--- src/verilog/pbcao_pkg.sv ---
`default_nettype none
// Constants for the Port B / Port C alternate-function override block
package pbcao_pkg;
  // Width of each port
  localparam int PBCAO_PORT_W = 8;
  // Value of every pin control output after reset, except the Port C bit 7 output and enable
  localparam logic [7:0] PBCAO_RST_BYTE = 8'h00;
  // Port B bit positions of the serial interface pins
  localparam int PBCAO_SS_BIT = 0;
  localparam int PBCAO_SCK_BIT = 1;
  localparam int PBCAO_MOSI_BIT = 2;
  localparam int PBCAO_MISO_BIT = 3;
  // Port B bit positions of the timer compare pins
  localparam int PBCAO_TMR2A_BIT = 4;
  localparam int PBCAO_TMR1A_BIT = 5;
  localparam int PBCAO_TMR1B_BIT = 6;
  localparam int PBCAO_OC7_BIT = 7;
  // Port C pin carrying the divided clock
  localparam int PBCAO_DIVCLK_BIT = 7;
  // Address bit carried by Port C bit 0
  localparam int PBCAO_ADDR_BASE = 8;
  // Mask value below which each Port C pin is an address pin
  localparam logic [3:0] PBCAO_MASK_LIMIT [0:7] = '{
    4'h7, 4'h7, 4'h6, 4'h5, 4'h4, 4'h3, 4'h2, 4'h1
  };
  // Pin synchroniser depth
  localparam int PBCAO_SYNC_STAGES = 2;
endpackage : pbcao_pkg
`default_nettype wire

--- src/verilog/pbcao_override.sv ---
`timescale 1ns/1ps
`default_nettype none
module pbcao_override (
  // Clock and reset
  input wire logic sys_clk,
  input wire logic rst_n,
  // Port B register bits
  input wire logic [7:0] portb_out_reg,
  input wire logic [7:0] portb_dir_reg,
  input wire logic global_pullup_disable,
  // Serial interface control and outputs
  input wire logic spi_enable_bit,
  input wire logic spi_master_select,
  input wire logic spi_slave_out_data,
  input wire logic spi_master_out_data,
  input wire logic spi_sck_out,
  // Timer compare outputs and their enables
  input wire logic timer0_compare_a_out,
  input wire logic timer0_compare_a_en,
  input wire logic timer1_compare_c_out,
  input wire logic timer1_compare_c_en,
  input wire logic timer1_compare_b_out,
  input wire logic timer1_compare_b_en,
  input wire logic timer1_compare_a_out,
  input wire logic timer1_compare_a_en,
  input wire logic timer2_compare_a_out,
  input wire logic timer2_compare_a_en,
  // Port C register bits and external memory
  input wire logic [7:0] portc_out_reg,
  input wire logic [7:0] portc_dir_reg,
  input wire logic ext_memory_enable,
  input wire logic [2:0] high_address_mask,
  input wire logic [7:0] ext_addr_high,
  // Clock output
  input wire logic clock_out_fuse,
  input wire logic divided_clock_output,
  // Port B pins
  input wire logic [7:0] portb_pin_in,
  output logic [7:0] portb_pin_out_ff,
  output logic [7:0] portb_pin_oe_ff,
  output logic [7:0] portb_pullup_ff,
  // Port C pins
  output logic [7:0] portc_pin_out_ff,
  output logic [7:0] portc_pin_oe_ff,
  output logic [7:0] portc_pullup_ff,
  // Serial interface inputs taken from the pins
  output logic spi_master_in_ff,
  output logic spi_slave_in_ff,
  output logic spi_sck_in_ff,
  output logic spi_ss_active_ff
);

  // Override merge: enabled bits take the override value
  function automatic logic [7:0] pbcao_mix(
    input logic [7:0] oe,
    input logic [7:0] ov,
    input logic [7:0] norm
  );
    return (oe & ov) | (~oe & norm);
  endfunction : pbcao_mix

  logic spi_m;
  logic spi_s;
  logic oc7_en;
  logic oc7_val;
  logic [7:0] pb_pull_en;
  logic [7:0] pb_pull_val;
  logic [7:0] pb_dir_en;
  logic [7:0] pb_val_en;
  logic [7:0] pb_val;
  logic [7:0] pc_sel;
  logic [7:0] pc_drive_en;
  logic [7:0] pc_val;
  logic [7:0] nxt_portb_out;
  logic [7:0] nxt_portb_oe;
  logic [7:0] nxt_portb_pull;
  logic [7:0] nxt_portc_out;
  logic [7:0] nxt_portc_oe;
  logic [7:0] nxt_portc_pull;
  logic [7:0] pin_meta_ff;
  logic [7:0] pin_sync_ff;

  // Serial role decode
  assign spi_m = spi_enable_bit & spi_master_select;
  assign spi_s = spi_enable_bit & ~spi_master_select;

  // Bit 7 merges two compare outputs; port bit picks OR or AND
  assign oc7_en = timer0_compare_a_en | timer1_compare_c_en;
  always_comb begin
    if (timer0_compare_a_en && timer1_compare_c_en) begin
      oc7_val = portb_out_reg[7] ? (timer0_compare_a_out | timer1_compare_c_out)
                                 : (timer0_compare_a_out & timer1_compare_c_out);
    end else if (timer0_compare_a_en) begin
      oc7_val = timer0_compare_a_out;
    end else begin
      oc7_val = timer1_compare_c_out;
    end
  end

  // Port B override vectors
  always_comb begin
    pb_pull_en = {4'h0, spi_m, spi_s, spi_s, spi_s};
    pb_pull_val = {4'h0, portb_out_reg[3:0] & ~{4{global_pullup_disable}}};
    pb_dir_en = pb_pull_en;
    pb_val_en = {oc7_en, timer1_compare_b_en, timer1_compare_a_en,
                 timer2_compare_a_en, spi_s, spi_m, spi_m, 1'b0};
    pb_val = {oc7_val, timer1_compare_b_out, timer1_compare_a_out,
              timer2_compare_a_out, spi_slave_out_data,
              spi_master_out_data, spi_sck_out, 1'b0};
  end

  // Port C address pin selection from the mask
  always_comb begin
    for (int i = 0; i < 8; i++) begin
      pc_sel[i] = ext_memory_enable &&
                  ({1'b0, high_address_mask} < pbcao_pkg::PBCAO_MASK_LIMIT[i]);
    end
  end

  // Port C override vectors
  always_comb begin
    pc_drive_en = pc_sel;
    pc_drive_en[pbcao_pkg::PBCAO_DIVCLK_BIT] = clock_out_fuse |
                                         pc_sel[pbcao_pkg::PBCAO_DIVCLK_BIT];
    pc_val = ext_addr_high;
    pc_val[pbcao_pkg::PBCAO_DIVCLK_BIT] = clock_out_fuse ? divided_clock_output
                                         : ext_addr_high[7];
  end

  // Resolved pin controls
  always_comb begin
    nxt_portb_oe = pbcao_mix(pb_dir_en, 8'h00, portb_dir_reg);
    nxt_portb_out = pbcao_mix(pb_val_en, pb_val, portb_out_reg);
    nxt_portb_pull = pbcao_mix(pb_pull_en, pb_pull_val,
      portb_out_reg & ~portb_dir_reg & ~{8{global_pullup_disable}});
    nxt_portc_oe = pbcao_mix(pc_drive_en, 8'hff, portc_dir_reg);
    nxt_portc_out = pbcao_mix(pc_drive_en, pc_val, portc_out_reg);
    nxt_portc_pull = pbcao_mix(pc_sel, 8'h00,
      portc_out_reg & ~portc_dir_reg & ~{8{global_pullup_disable}});
  end

  // Port B pin drivers
  always_ff @(posedge sys_clk) begin
    if (!rst_n) begin
      portb_pin_out_ff <= pbcao_pkg::PBCAO_RST_BYTE;
      portb_pin_oe_ff <= pbcao_pkg::PBCAO_RST_BYTE;
      portb_pullup_ff <= pbcao_pkg::PBCAO_RST_BYTE;
    end else begin
      portb_pin_out_ff <= nxt_portb_out;
      portb_pin_oe_ff <= nxt_portb_oe;
      portb_pullup_ff <= nxt_portb_pull;
    end
  end

  // Port C pin drivers; clock pin keeps running through reset
  always_ff @(posedge sys_clk) begin
    if (!rst_n) begin
      portc_pin_out_ff <= pbcao_pkg::PBCAO_RST_BYTE;
      portc_pin_oe_ff <= pbcao_pkg::PBCAO_RST_BYTE;
      portc_pullup_ff <= pbcao_pkg::PBCAO_RST_BYTE;
      portc_pin_out_ff[pbcao_pkg::PBCAO_DIVCLK_BIT] <=
        clock_out_fuse & divided_clock_output;
      portc_pin_oe_ff[pbcao_pkg::PBCAO_DIVCLK_BIT] <= clock_out_fuse;
    end else begin
      portc_pin_out_ff <= nxt_portc_out;
      portc_pin_oe_ff <= nxt_portc_oe;
      portc_pullup_ff <= nxt_portc_pull;
    end
  end

  // Two-stage synchroniser on the Port B pins
  always_ff @(posedge sys_clk) begin
    if (!rst_n) begin
      pin_meta_ff <= pbcao_pkg::PBCAO_RST_BYTE;
      pin_sync_ff <= pbcao_pkg::PBCAO_RST_BYTE;
    end else begin
      pin_meta_ff <= portb_pin_in;
      pin_sync_ff <= pin_meta_ff;
    end
  end

  // Serial inputs routed from the synchronised pins
  always_ff @(posedge sys_clk) begin
    if (!rst_n) begin
      spi_master_in_ff <= 1'b0;
      spi_slave_in_ff <= 1'b0;
      spi_sck_in_ff <= 1'b0;
      spi_ss_active_ff <= 1'b0;
    end else begin
      spi_master_in_ff <= pin_sync_ff[pbcao_pkg::PBCAO_MISO_BIT];
      spi_slave_in_ff <= pin_sync_ff[pbcao_pkg::PBCAO_MOSI_BIT];
      spi_sck_in_ff <= pin_sync_ff[pbcao_pkg::PBCAO_SCK_BIT];
      spi_ss_active_ff <= spi_s & ~pin_sync_ff[pbcao_pkg::PBCAO_SS_BIT];
    end
  end

  // Checks on the pin controls and the serial inputs
  chk_miso_master_in: assert property (
    @(posedge sys_clk) disable iff (!rst_n)
    spi_m |=> !portb_pin_oe_ff[3])
    else $error("MISO not forced to input in master mode");

  chk_miso_slave_dir: assert property (
    @(posedge sys_clk) disable iff (!rst_n)
    spi_s |=> portb_pin_oe_ff[3] == $past(portb_dir_reg[3]) &&
              portb_pin_out_ff[3] == $past(spi_slave_out_data))
    else $error("MISO slave direction or data wrong");

  chk_mosi_slave_in: assert property (
    @(posedge sys_clk) disable iff (!rst_n)
    spi_s |=> !portb_pin_oe_ff[2])
    else $error("MOSI not forced to input in slave mode");

  chk_sck_role_dir: assert property (
    @(posedge sys_clk) disable iff (!rst_n)
    spi_enable_bit |=> portb_pin_oe_ff[1] ==
      ($past(spi_master_select) & $past(portb_dir_reg[1])))
    else $error("SCK direction wrong for role");

  chk_ss_no_value: assert property (
    @(posedge sys_clk) disable iff (!rst_n)
    1'b1 |=> portb_pin_out_ff[0] == $past(portb_out_reg[0]) &&
             (!$past(spi_s) || !portb_pin_oe_ff[0]))
    else $error("SS value overridden or not input in slave mode");

  chk_ss_select: assert property (
    @(posedge sys_clk) disable iff (!rst_n)
    spi_s && !portb_pin_in[0] ##1 spi_s && !portb_pin_in[0]
      ##1 spi_s |=> spi_ss_active_ff)
    else $error("Low SS did not select the slave");

  chk_forced_pullup: assert property (
    @(posedge sys_clk) disable iff (!rst_n)
    spi_s |=> portb_pullup_ff[2:0] ==
      ($past(portb_out_reg[2:0]) & ~{3{$past(global_pullup_disable)}}))
    else $error("Forced input pull-up wrong");

  chk_mosi_master_out: assert property (
    @(posedge sys_clk) disable iff (!rst_n)
    spi_m |=> portb_pin_out_ff[2:1] ==
      {$past(spi_master_out_data), $past(spi_sck_out)})
    else $error("Master output or clock not driven");

  chk_miso_route_in: assert property (
    @(posedge sys_clk) disable iff (!rst_n)
    1'b1 ##3 1'b1 |-> spi_master_in_ff == $past(portb_pin_in[3], 3))
    else $error("MISO input not routed in three cycles");

  chk_timer_value: assert property (
    @(posedge sys_clk) disable iff (!rst_n)
    timer1_compare_b_en |=> portb_pin_out_ff[6] == $past(timer1_compare_b_out) &&
      portb_pin_oe_ff[7:4] == $past(portb_dir_reg[7:4]))
    else $error("Timer compare value or direction wrong");

  chk_addr_pin: assert property (
    @(posedge sys_clk) disable iff (!rst_n)
    ext_memory_enable && high_address_mask == 3'h0 && !clock_out_fuse
      |=> portc_pin_oe_ff == 8'hff && portc_pullup_ff == 8'h00 &&
          portc_pin_out_ff == $past(ext_addr_high))
    else $error("Address byte not driven on Port C");

  chk_divclk_fuse: assert property (
    @(posedge sys_clk) disable iff (!rst_n)
    clock_out_fuse |=> portc_pin_oe_ff[7] &&
      portc_pin_out_ff[7] == $past(divided_clock_output))
    else $error("Divided clock missing on Port C bit 7");

  chk_divclk_reset: assert property (
    @(posedge sys_clk)
    clock_out_fuse && !rst_n |=> portc_pin_oe_ff[7] &&
      portc_pin_out_ff[7] == $past(divided_clock_output))
    else $error("Divided clock stopped during reset");

  chk_pc7_release: assert property (
    @(posedge sys_clk) disable iff (!rst_n)
    !clock_out_fuse && high_address_mask != 3'h0
      |=> portc_pin_oe_ff[7] == $past(portc_dir_reg[7]) &&
          portc_pin_out_ff[7] == $past(portc_out_reg[7]))
    else $error("Port C bit 7 overridden without cause");

  chk_mask_limit: assert property (
    @(posedge sys_clk) disable iff (!rst_n)
    ext_memory_enable && high_address_mask == 3'h6
      |=> portc_pin_oe_ff[1:0] == 2'b11 &&
          portc_pin_out_ff[2] == $past(portc_out_reg[2]))
    else $error("Mask 6 released wrong Port C pins");

  chk_normal_path: assert property (
    @(posedge sys_clk) disable iff (!rst_n)
    !spi_enable_bit && !ext_memory_enable && !clock_out_fuse
      |=> portb_pin_oe_ff == $past(portb_dir_reg) &&
          portc_pin_out_ff == $past(portc_out_reg))
    else $error("Port setting not applied without overrides");

  // Main scenarios
  cov_spi_master: cover property (@(posedge sys_clk) disable iff (!rst_n)
    spi_m ##1 spi_m);
  cov_slave_sel: cover property (@(posedge sys_clk) disable iff (!rst_n)
    spi_ss_active_ff);
  cov_addr_mode: cover property (@(posedge sys_clk) disable iff (!rst_n)
    ext_memory_enable && high_address_mask == 3'h3);
  cov_divclk_reset: cover property (@(posedge sys_clk)
    clock_out_fuse && !rst_n ##1 rst_n);

endmodule : pbcao_override
`default_nettype wire

--- config.mk ---
export PLATFORM = sky130hd
export DESIGN_NAME = pbcao_override
export DESIGN_NICKNAME = d
export VERILOG_FILES = /design/src/verilog/pbcao_pkg.sv /design/src/verilog/pbcao_override.sv
export SDC_FILE = /design/constraint.sdc
export NUM_CORES = 1
export LEC_CHECK = 0
export BUFFER_PORTS_ARGS = -buffer_cell sky130_fd_sc_hd__clkbuf_2
export CELL_PAD_IN_SITES_DETAIL_PLACEMENT = 0
export CELL_PAD_IN_SITES_GLOBAL_PLACEMENT = 2
export CORE_UTILIZATION = 23
export CTS_CLUSTER_SIZE = 28
export DETAILED_ROUTE_END_ITERATION = 8
export GPL_ROUTABILITY_DRIVEN = 0
export PLACE_DENSITY_LB_ADDON = 0.1
export SYNTH_ARGS = -nofsm -noshare
export SYNTH_HDL_FRONTEND = slang
export SYNTH_SLANG_ARGS = --single-unit
--- constraint.sdc ---
create_clock -name sys_clk -period 1.3 [get_ports sys_clk]
set_input_delay 0.325 -clock sys_clk [delete_from_list [all_inputs] [get_ports sys_clk]]
set_output_delay 0.325 -clock sys_clk [all_outputs]
set_load 0.01 [all_outputs]
Word-level counts from Yosys, hierarchy flattened
Cells that the tools add are included.
W data, S select, Z words.
{ "totals": {"latch_bits": 0, "ff_bits": 60, "romBits": 0, "wordCells": 71, "mem_count": 0, "output_inout_bits": 52, "inputBits": 72, "ram_bits": 0} }
{ "op_classes": {"n_div": 0, "reduce_logical": 8, "n_eq_ne": 0, "n_lt_le_gt_ge": 7, "muxes": 6, "shifts": 0, "bitwise": 36, "n_mul": 0, "addsub": 0} }
{ "op_table": {"columns": ["operator", "count"], "rows": [
  ["$and A8 B8 Y8", 12],
  ["$not A8 Y8", 6],
  ["$or A8 B8 Y8", 3],
  ["$mux W8", 2],
  ["$lt A3 B3 Y1 const B", 4],
  ["$and A4 B4 Y4", 2],
  ["$logic_and A1 B1 Y1", 8],
  ["$not A4 Y8", 1],
  ["$or A4 B8 Y8", 1],
  ["$lt A3 B2 Y1 const B", 2],
  ["$and A1 B1 Y1", 5],
  ["$mux W1", 4],
  ["$not A4 Y4", 1],
  ["$lt A3 B1 Y1 const B", 1],
  ["$or A1 B1 Y1", 3],
  ["$not A1 Y1", 2]
]} }

Longest topological paths before layout
Gate-level depths: netlist of the first run.
{ "depth": {"depth_word": 7, "depth_mapped": 4, "depth_no_buf": 3} }

Least setup slack after synthesis of the first run
OpenSTA, ideal clock, no wires.
{ "synth_timing": {"path_kind": "input -> register", "from": "input high_address_mask[2]", "to": "register portc_pin_out_ff[7]", "path_buffers": 0, "setup_time_ns": 0.118, "cell_stages": 3, "setup_slack_ns": 0.257, "arrival_ns": 0.925, "required_time_ns": 1.182, "cell_sequence": "nor4b_4 -> mux2i_1 -> o31ai_2"} }
{ "synth_between": {"elab_chain_cells": 7, "elab_cells_between_ends": 8, "cone_classes": "order compare: 1; mux: 1; bitwise: 5; reduce/logical: 1"} }
{ "synth_lines": {"columns": ["element", "line", "source"], "rows": [
  ["from (decl)", "pbcao_override.sv:32", "input wire logic [2:0] high_address_mask,"],
  ["$lt A3 B1 Y1 (*)", "pbcao_override.sv:116", "({1'b0, high_address_mask} < pbcao_pkg::PBCAO_MASK_LIMIT[i]);"],
  ["$logic_and A1 B1 Y1 (*)", "pbcao_override.sv:115", "pc_sel[i] = ext_memory_enable &&"],
  ["$or A1 B1 Y1 (*)", "pbcao_override.sv:123", "pc_drive_en[pbcao_pkg::PBCAO_DIVCLK_BIT] = clock_out_fuse |"],
  ["$not A8 Y8", "pbcao_override.sv:59", "return (oe & ov) | (~oe & norm);"],
  ["$and A8 B8 Y8", "pbcao_override.sv:59", null],
  ["$or A8 B8 Y8 (*)", "pbcao_override.sv:59", null],
  ["$mux W8 (*)", "pbcao_override.sv:157", "if (!rst_n) begin"],
  ["to (signal assigned)", "pbcao_override.sv:158", "portc_pin_out_ff <= pbcao_pkg::PBCAO_RST_BYTE;"],
  ["to (signal, indexed assignment)", "pbcao_override.sv:161", "portc_pin_out_ff[pbcao_pkg::PBCAO_DIVCLK_BIT] <="],
  ["to (signal assigned)", "pbcao_override.sv:165", "portc_pin_out_ff <= nxt_portc_out;"],
  ["to (decl)", "pbcao_override.sv:43", "output logic [7:0] portc_pin_out_ff,"]
]} }
Mark *: on every way between the ends. The rest lies on a longest branch, timed or not.
A chain may end at the register's enable or synchronous reset.

Worst setup path in the final report of the first run
{ "layout_timing": {"from": "register portc_pullup_ff[1]", "to": "output portc_pullup_ff[1]"} }
{ "layout_lines": {"columns": ["element", "line", "source"], "rows": [
  ["from (decl)", "pbcao_override.sv:45", "output logic [7:0] portc_pullup_ff,"],
  ["from (signal assigned)", "pbcao_override.sv:160", "portc_pullup_ff <= pbcao_pkg::PBCAO_RST_BYTE;"],
  ["from (signal assigned)", "pbcao_override.sv:167", "portc_pullup_ff <= nxt_portc_pull;"]
]} }
No word-level cell between the ends.

==> results of run 1 <==
## state kept, by name (all words and copies together), names as in the netlist
signal / cells
portc_pin_out_ff: 8
portc_pin_oe_ff: 8
portc_pullup_ff: 8
portb_pullup_ff: 8
portb_pin_oe_ff: 8
spi_sck_in_ff: 1
spi_ss_active_ff: 1
spi_master_in_ff: 1
pin_sync_ff: 4
portb_pin_out_ff: 8
pin_meta_ff: 4
spi_slave_in_ff: 1
## stage by stage
stage	hold slack (ns)	power [mW]	instances	setup slack [ns]
final	0.157	3.84	414	0.175
after global routing	0.134	4.03	414	0.127
after CTS	0.141	3.93	414	0.158
after detailed placement	0.404	2.44	399	0.0351
after global placement	0.399	2.44	399	0.0361
after floorplan	0.376	2.18	176	0.257
## power by group
group	switching [mW]	internal, mW
clock	0.674	0.780
sequential	0.0223	1.93
combinational	0.219	0.214
total	0.915	2.93
## final cells by class
| cell class | count | area, um^2 |
|---|---|---|
| Timing Repair Buffer | 127 | 656 |
| Fill cell | 852 | 5050 |
| Sequential cell | 60 | 1200 |
| Tap cell | 102 | 128 |
| Clock inverter | 2 | 10.0 |
| Clock buffer | 13 | 159 |
| Multi-Input combinational cell | 106 | 668 |
| Inverter | 4 | 15.0 |
## final timing paths
check                startpoint                 end  slack [ns]  cells past startpoint
max          portc_pullup_ff[1]  portc_pullup_ff[1]        0.17                      1
min            portb_dir_reg[4]  portb_pullup_ff[4]        0.16                      2
max reg2reg      pin_meta_ff[0]      pin_sync_ff[0]        0.76                      1
min reg2reg      pin_sync_ff[0]    spi_ss_active_ff        0.40                      1
## Yosys cell counts, drive strengths merged
library cell / n
dfxtp: 60
and2: 15
nand2: 15
nor2: 15
mux2i: 11
a21oi: 10
and3: 9
nor3b: 5
clkbuf: 4
inv: 3
nand2b: 3
nand3: 3
nor4b: 3
buf: 2
nor2b: 2
nor3: 2
o21a: 2
o21ai: 2
a211oi: 1
a21bo: 1
a21boi: 1
a22o: 1
a2bb2oi: 1
a31oi: 1
a41o: 1
clkinv: 1
o211ai: 1
o31ai: 1
## kinds of logic (layout without fill, tap and decap cells)
group,Yosys count,in the layout,synth area share [%]
buffers and inverters,10,146,2.03
multiplexers,11,11,5.77
AND/OR/NAND/NOR,72,72,20.9
flip-flops,60,60,63.0
AO/OA/AOI/OAI,23,23,8.39
## routing by layer
metal  GRT usage, %  part of all wire (%)  routed length, um  up-vias
met5              0                     0                  0        -
met4           7.95                   2.9                146        0
met3           4.96                   8.4                422       13
met2           17.6                    43               2190       79
met1           13.8                    45               2270      769
li1               -                     -                  -      853
==> flow_summary.yaml, run 1 <==
worst_setup_path:
  cp-start-kind: "flip-flop"
  slowest_stage: "dfxtp_1"
  cp-end-kind: "primary output"
  max_stage_delay_ns: 0.32
  required_ns: 0.98
  path_cells: "clkbuf_2"
  path_class: "flip-flop to primary output"
  path_buf_inv: 1
  path_max_fanout: 1
  cpLargestDelayFamily: "flip-flops"
  arrival_ns: 0.80
clock_tree:
  cts_tree: "built"
  root_buffer: "clkbuf_8"
  cts_setup_buffers: 0
  hold_buffers: 0
  clkLatencyLatePin_ns: 0.33
  clk_path_buf_depth: 2
  cts_resized: 0
  cts_max_level: 3
  clk_pin_slew_ns: 0.06
  numCtsBuffers: 9
  cts_sinks: 60
die:
  initial_core_util_pct: 24.2
  dieHeight_um: 93.1
  coreArea_um2: 7890
  die_w_um: 93.1
  rows: 32
  io_pins: 124
  die_area_um2: 8660
sta:
  clock.fmax_ghz: 0.889
  period_needed_ns: 1.13
  tightest_slew_ns: 0.349
  drv_slew: 0
  relSlewSlack_pct: 76.5
  setup_viol: 0
  rsz0062_at_grt: "no"
  finalSetupTns_ns: 0
  layout_worst_path_cycle_share_pct: 86.6
  finalHoldViolations: 0
  fin_skew_ns: 0.00386
place:
  placed_area_um2: 2670
  hpwl_mm: 3.84
  port_buffers: 119
synthesis:
  yosysWarnings: 0
  synthTopCellsByArea: "dfxtp_1 63%, mux2i_1 5.8%, and2_1 4.9%, and3_1 3.0%, nand2_1 3.0%"
  syn_area_um2: 1910
  ys_seq_area_share_pct: 63.0
  synthCells: 176
  yosysUniqueCellTypes: 30
  syn-num-nets: 248
  ys_seq_elements: 60
  yosysTopAreaCellShare_pct: 63.0
  yosys.area.top_type: "dfxtp_1"
  synth_area_per_cell_um2: 10.8
power_and_ir_drop:
  p_leak_nw: 1.45
  ir_drop_v: 0.000430
  powerDensity_nw_per_um2: 1350
run:
  drv_cap: 0
grt:
  grt_pass1_wl_mm: 7.55
  first_global_vias: 1598
  grt_use_total_pct: 11.8
  grt_overflow: 0
  grt_antenna_before_repair: 0
  grt_max_degree: 20
layout:
  final_area_um2: 2840
  area_growth_pct: 48.7
  final_layout_size_suffix_gt1_share_pct: 46.2
  nNetsFinal: 380
  final_common_cell: "clkbuf_2"
  final_util_pct: 36.0
  num_antenna_cells: 0
  final_cell_mix: "119 x clkbuf_2, 60 x dfxtp_1, 15 x nand2_1, 15 x nor2_1, 15 x and2_1"
worst_hold_path:
  hp-class: "input port to flip-flop"
route:
  wl_per_cell_um: 12.1
  drt-initial-drc-count: 15
  dr.pass1.iters: 4
  vias_per_cell: 4.14
  antenna_left: 0
  routed_wl_mm: 5.03
  via_count: 1714
  drcViolationCount: 0
status:
  outcome: "finished, final reports clean"
(Power assumes the default switching activity.)
==> inputs of run 2 (changes only) <==
--- a/config.mk
+++ b/config.mk
@@ -5,11 +5,12 @@
 export SDC_FILE = /design/constraint.sdc
 export NUM_CORES = 1
 export LEC_CHECK = 0
+export ABC_AREA = 1
 export BUFFER_PORTS_ARGS = -buffer_cell sky130_fd_sc_hd__clkbuf_2
 export CELL_PAD_IN_SITES_DETAIL_PLACEMENT = 0
 export CELL_PAD_IN_SITES_GLOBAL_PLACEMENT = 2
-export CORE_UTILIZATION = 23
-export CTS_CLUSTER_SIZE = 28
+export CORE_UTILIZATION = 22
+export CTS_CLUSTER_SIZE = 24
 export DETAILED_ROUTE_END_ITERATION = 8
 export GPL_ROUTABILITY_DRIVEN = 0
 export PLACE_DENSITY_LB_ADDON = 0.1
==> run 2 against run 1 <==
Compared with the run above:
- the run now ends with design-rule violations left
- die area grew 11%
- highest routed layer unchanged
- critical path type unchanged
- sequential share of layout area down 1.5 points
- wire length is 7.2% higher
==> flow_summary.yaml, run 2 <==
status:
  outcome: "finished, violations left"
  violations: "design-rule violations"
die:
  dieHeight_um: 97.9
  rows: 34
  initial_core_util_pct: 23.0
  die_w_um: 97.9
  die_area_um2: 9590
  coreArea_um2: 8810
  io_pins: 124
grt:
  grt_overflow: 0
  grt_pass1_wl_mm: 8.80
  grt_antenna_before_repair: 0
  first_global_vias: 1829
  grt_use_total_pct: 12.4
  grt_max_degree: 23
sta:
  whs_ns: 0.172
  setup_viol: 0
  clock.fmax_ghz: 0.903
  fin_skew_ns: 0.000341
  tightest_slew_ns: 0.305
  rsz0062_at_grt: "no"
  relSlewSlack_pct: 79.6
  layout_worst_path_cycle_share_pct: 85.2
  period_needed_ns: 1.11
  finalHoldViolations: 0
  finalSetupTns_ns: 0
  drv_slew: 0
synthesis:
  synth-edff-count: 0
  yosysTopAreaCellShare_pct: 59.3
  synthCells: 241
  synthTopCellsByCount: "60 x dfxtp_1, 57 x nand2_1, 48 x inv_1, 27 x nor2_1, 10 x a21oi_1"
  ys_seq_elements: 60
  yosysUniqueCellTypes: 22
  yosysMostFrequentCell: "dfxtp_1"
  ys_seq_area_share_pct: 59.3
  async_flop_share_pct: 0
  synth_area_per_cell_um2: 8.40
  syn-num-nets: 313
  synthTopCellsByArea: "dfxtp_1 59%, nand2_1 11%, inv_1 8.9%, nor2_1 5.0%, nor3_2 3.0%"
  synthFlopType: "dfxtp_1"
  yosys.area.top_type: "dfxtp_1"
  syn_area_um2: 2020
  yosysWarnings: 0
worst_hold_path:
  hp-class: "input port to flip-flop"
  worstHoldStart: "portc_dir_reg[2]"
  min_path_cells: 2
  hold_end: "portc_pullup_ff[2]"
worst_setup_path:
  r2r-end: "spi_ss_active_ff"
  cpLargestDelayFamily: "flip-flops"
  cp-end-kind: "primary output"
  required_ns: 0.98
  path_buf_inv: 1
  reg2reg_from: "pin_sync_ff[0]"
  arrival_ns: 0.78
  path_max_fanout: 1
  path_class: "flip-flop to primary output"
  slowest_stage: "dfxtp_1"
  max_stage_delay_ns: 0.33
  cp-start-kind: "flip-flop"
  reg2regPathDepth: 1
  path_cells: "clkbuf_2"
  r2r_slack_ns: 0.77
clock_tree:
  cts_setup_buffers: 0
  root_buffer: "clkbuf_8"
  numCtsBuffers: 9
  clkLatencyLatePin_ns: 0.33
  cts_max_level: 3
  cts_tree: "built"
  clk_pin_slew_ns: 0.07
  cts_sinks: 60
  clk_path_buf_depth: 2
  hold_buffers: 0
  cts_resized: 0
route:
  drcViolationCount: 9
  wl_per_cell_um: 11.2
  via_count: 1818
  routed_wl_mm: 5.39
  drt-initial-drc-count: 40
  dr.pass1.iters: 6
  antenna_left: 0
  vias_per_cell: 3.77
place:
  dp_cells: 468
  placed_area_um2: 2770
  port_buffers: 119
  hpwl_mm: 4.12
layout:
  regArea_um2: 1200
  final_common_cell: "clkbuf_2"
  multiInputGateArea_um2: 608
  num_antenna_cells: 0
  area_growth_pct: 45.2
  final_cell_mix: "119 x clkbuf_2, 60 x dfxtp_1, 57 x nand2_1, 48 x inv_1, 27 x nor2_1"
  final_area_um2: 2940
  fillers: 954
  final_layout_size_suffix_gt1_share_pct: 40.9
  layout.cells.non_filler: 482
  nNetsFinal: 443
power_and_ir_drop:
  powerDensity_nw_per_um2: 1330
  ir_drop_v: 0.000451
  power.total_mw: 3.91
  p_leak_nw: 1.71
run:
  drv_cap: 0
## run 2: changes by cell type in the layout (fill, tap and decap cells not counted), moves of 3 or more
cell      before  now
o21ai_0        2    7
and2_1        15    0
inv_1          3   48
nor3_2         0    6
nand2_1       15   57
buf_4          8    5
nor3b_1        5    2
nor3b_2        0    3
mux2i_1       11    0
nand2b_1       3    0
and3_1         9    0
nor2_1        15   27
## run 2: final cells by class
class | count | area share, %
clock inverters | 2 | 0.340
inverters | 50 | 6.38
repair buffers | 124 | 21.5
flip-flops and latches | 60 | 40.9
clock buffers | 12 | 5.62
well taps | 108 | 4.60
multi-input cells | 126 | 20.7
## run 2: per-layer routing
layer | global-route usage, % | wire length (um)
met4 | 4.90 | 74
met5 | 0 | 0
met2 | 18.4 | 2300
met3 | 6.66 | 581
met1 | 14.9 | 2430
## run 2: power breakdown
group          total (mW)  internal [mW]  switching (mW)  leakage, nW
Clock                1.51          0.820           0.689       0.0941
Sequential           1.95           1.93          0.0221        0.496
Combinational       0.448          0.197           0.251         1.12
Total                3.91           2.95           0.962         1.71
## run 2: worst max path at each step
stage                               startpoint                 end  slack, ns  cells after the start
after floorplan           high_address_mask[0]  portc_pin_oe_ff[0]       0.42                      5
after global placement    high_address_mask[2]  portc_pin_oe_ff[1]       0.14                      6
after detailed placement  high_address_mask[2]  portc_pin_oe_ff[1]       0.13                      6
after CTS                        spi_sck_in_ff       spi_sck_in_ff       0.16                      1
after global routing             spi_sck_in_ff       spi_sck_in_ff       0.11                      1
final                            spi_sck_in_ff       spi_sck_in_ff       0.19                      1
## run 2: logic make-up after synthesis
group                  after synthesis  share of synthesized area [%]
buffers and inverters               55                           10.6
flip-flops                          60                           59.3
AO/OA/AOI/OAI                       22                           6.06
AND/OR/NAND/NOR                    104                           24.0
## run 2: stage by stage
step / setup WS [ns] / utilization [%]
after floorplan: 0.421 / -
final: 0.193 / 33.4
after CTS: 0.160 / 33.4
after global placement: 0.143 / 31.4
after detailed placement: 0.131 / 31.4
after global routing: 0.109 / 33.4
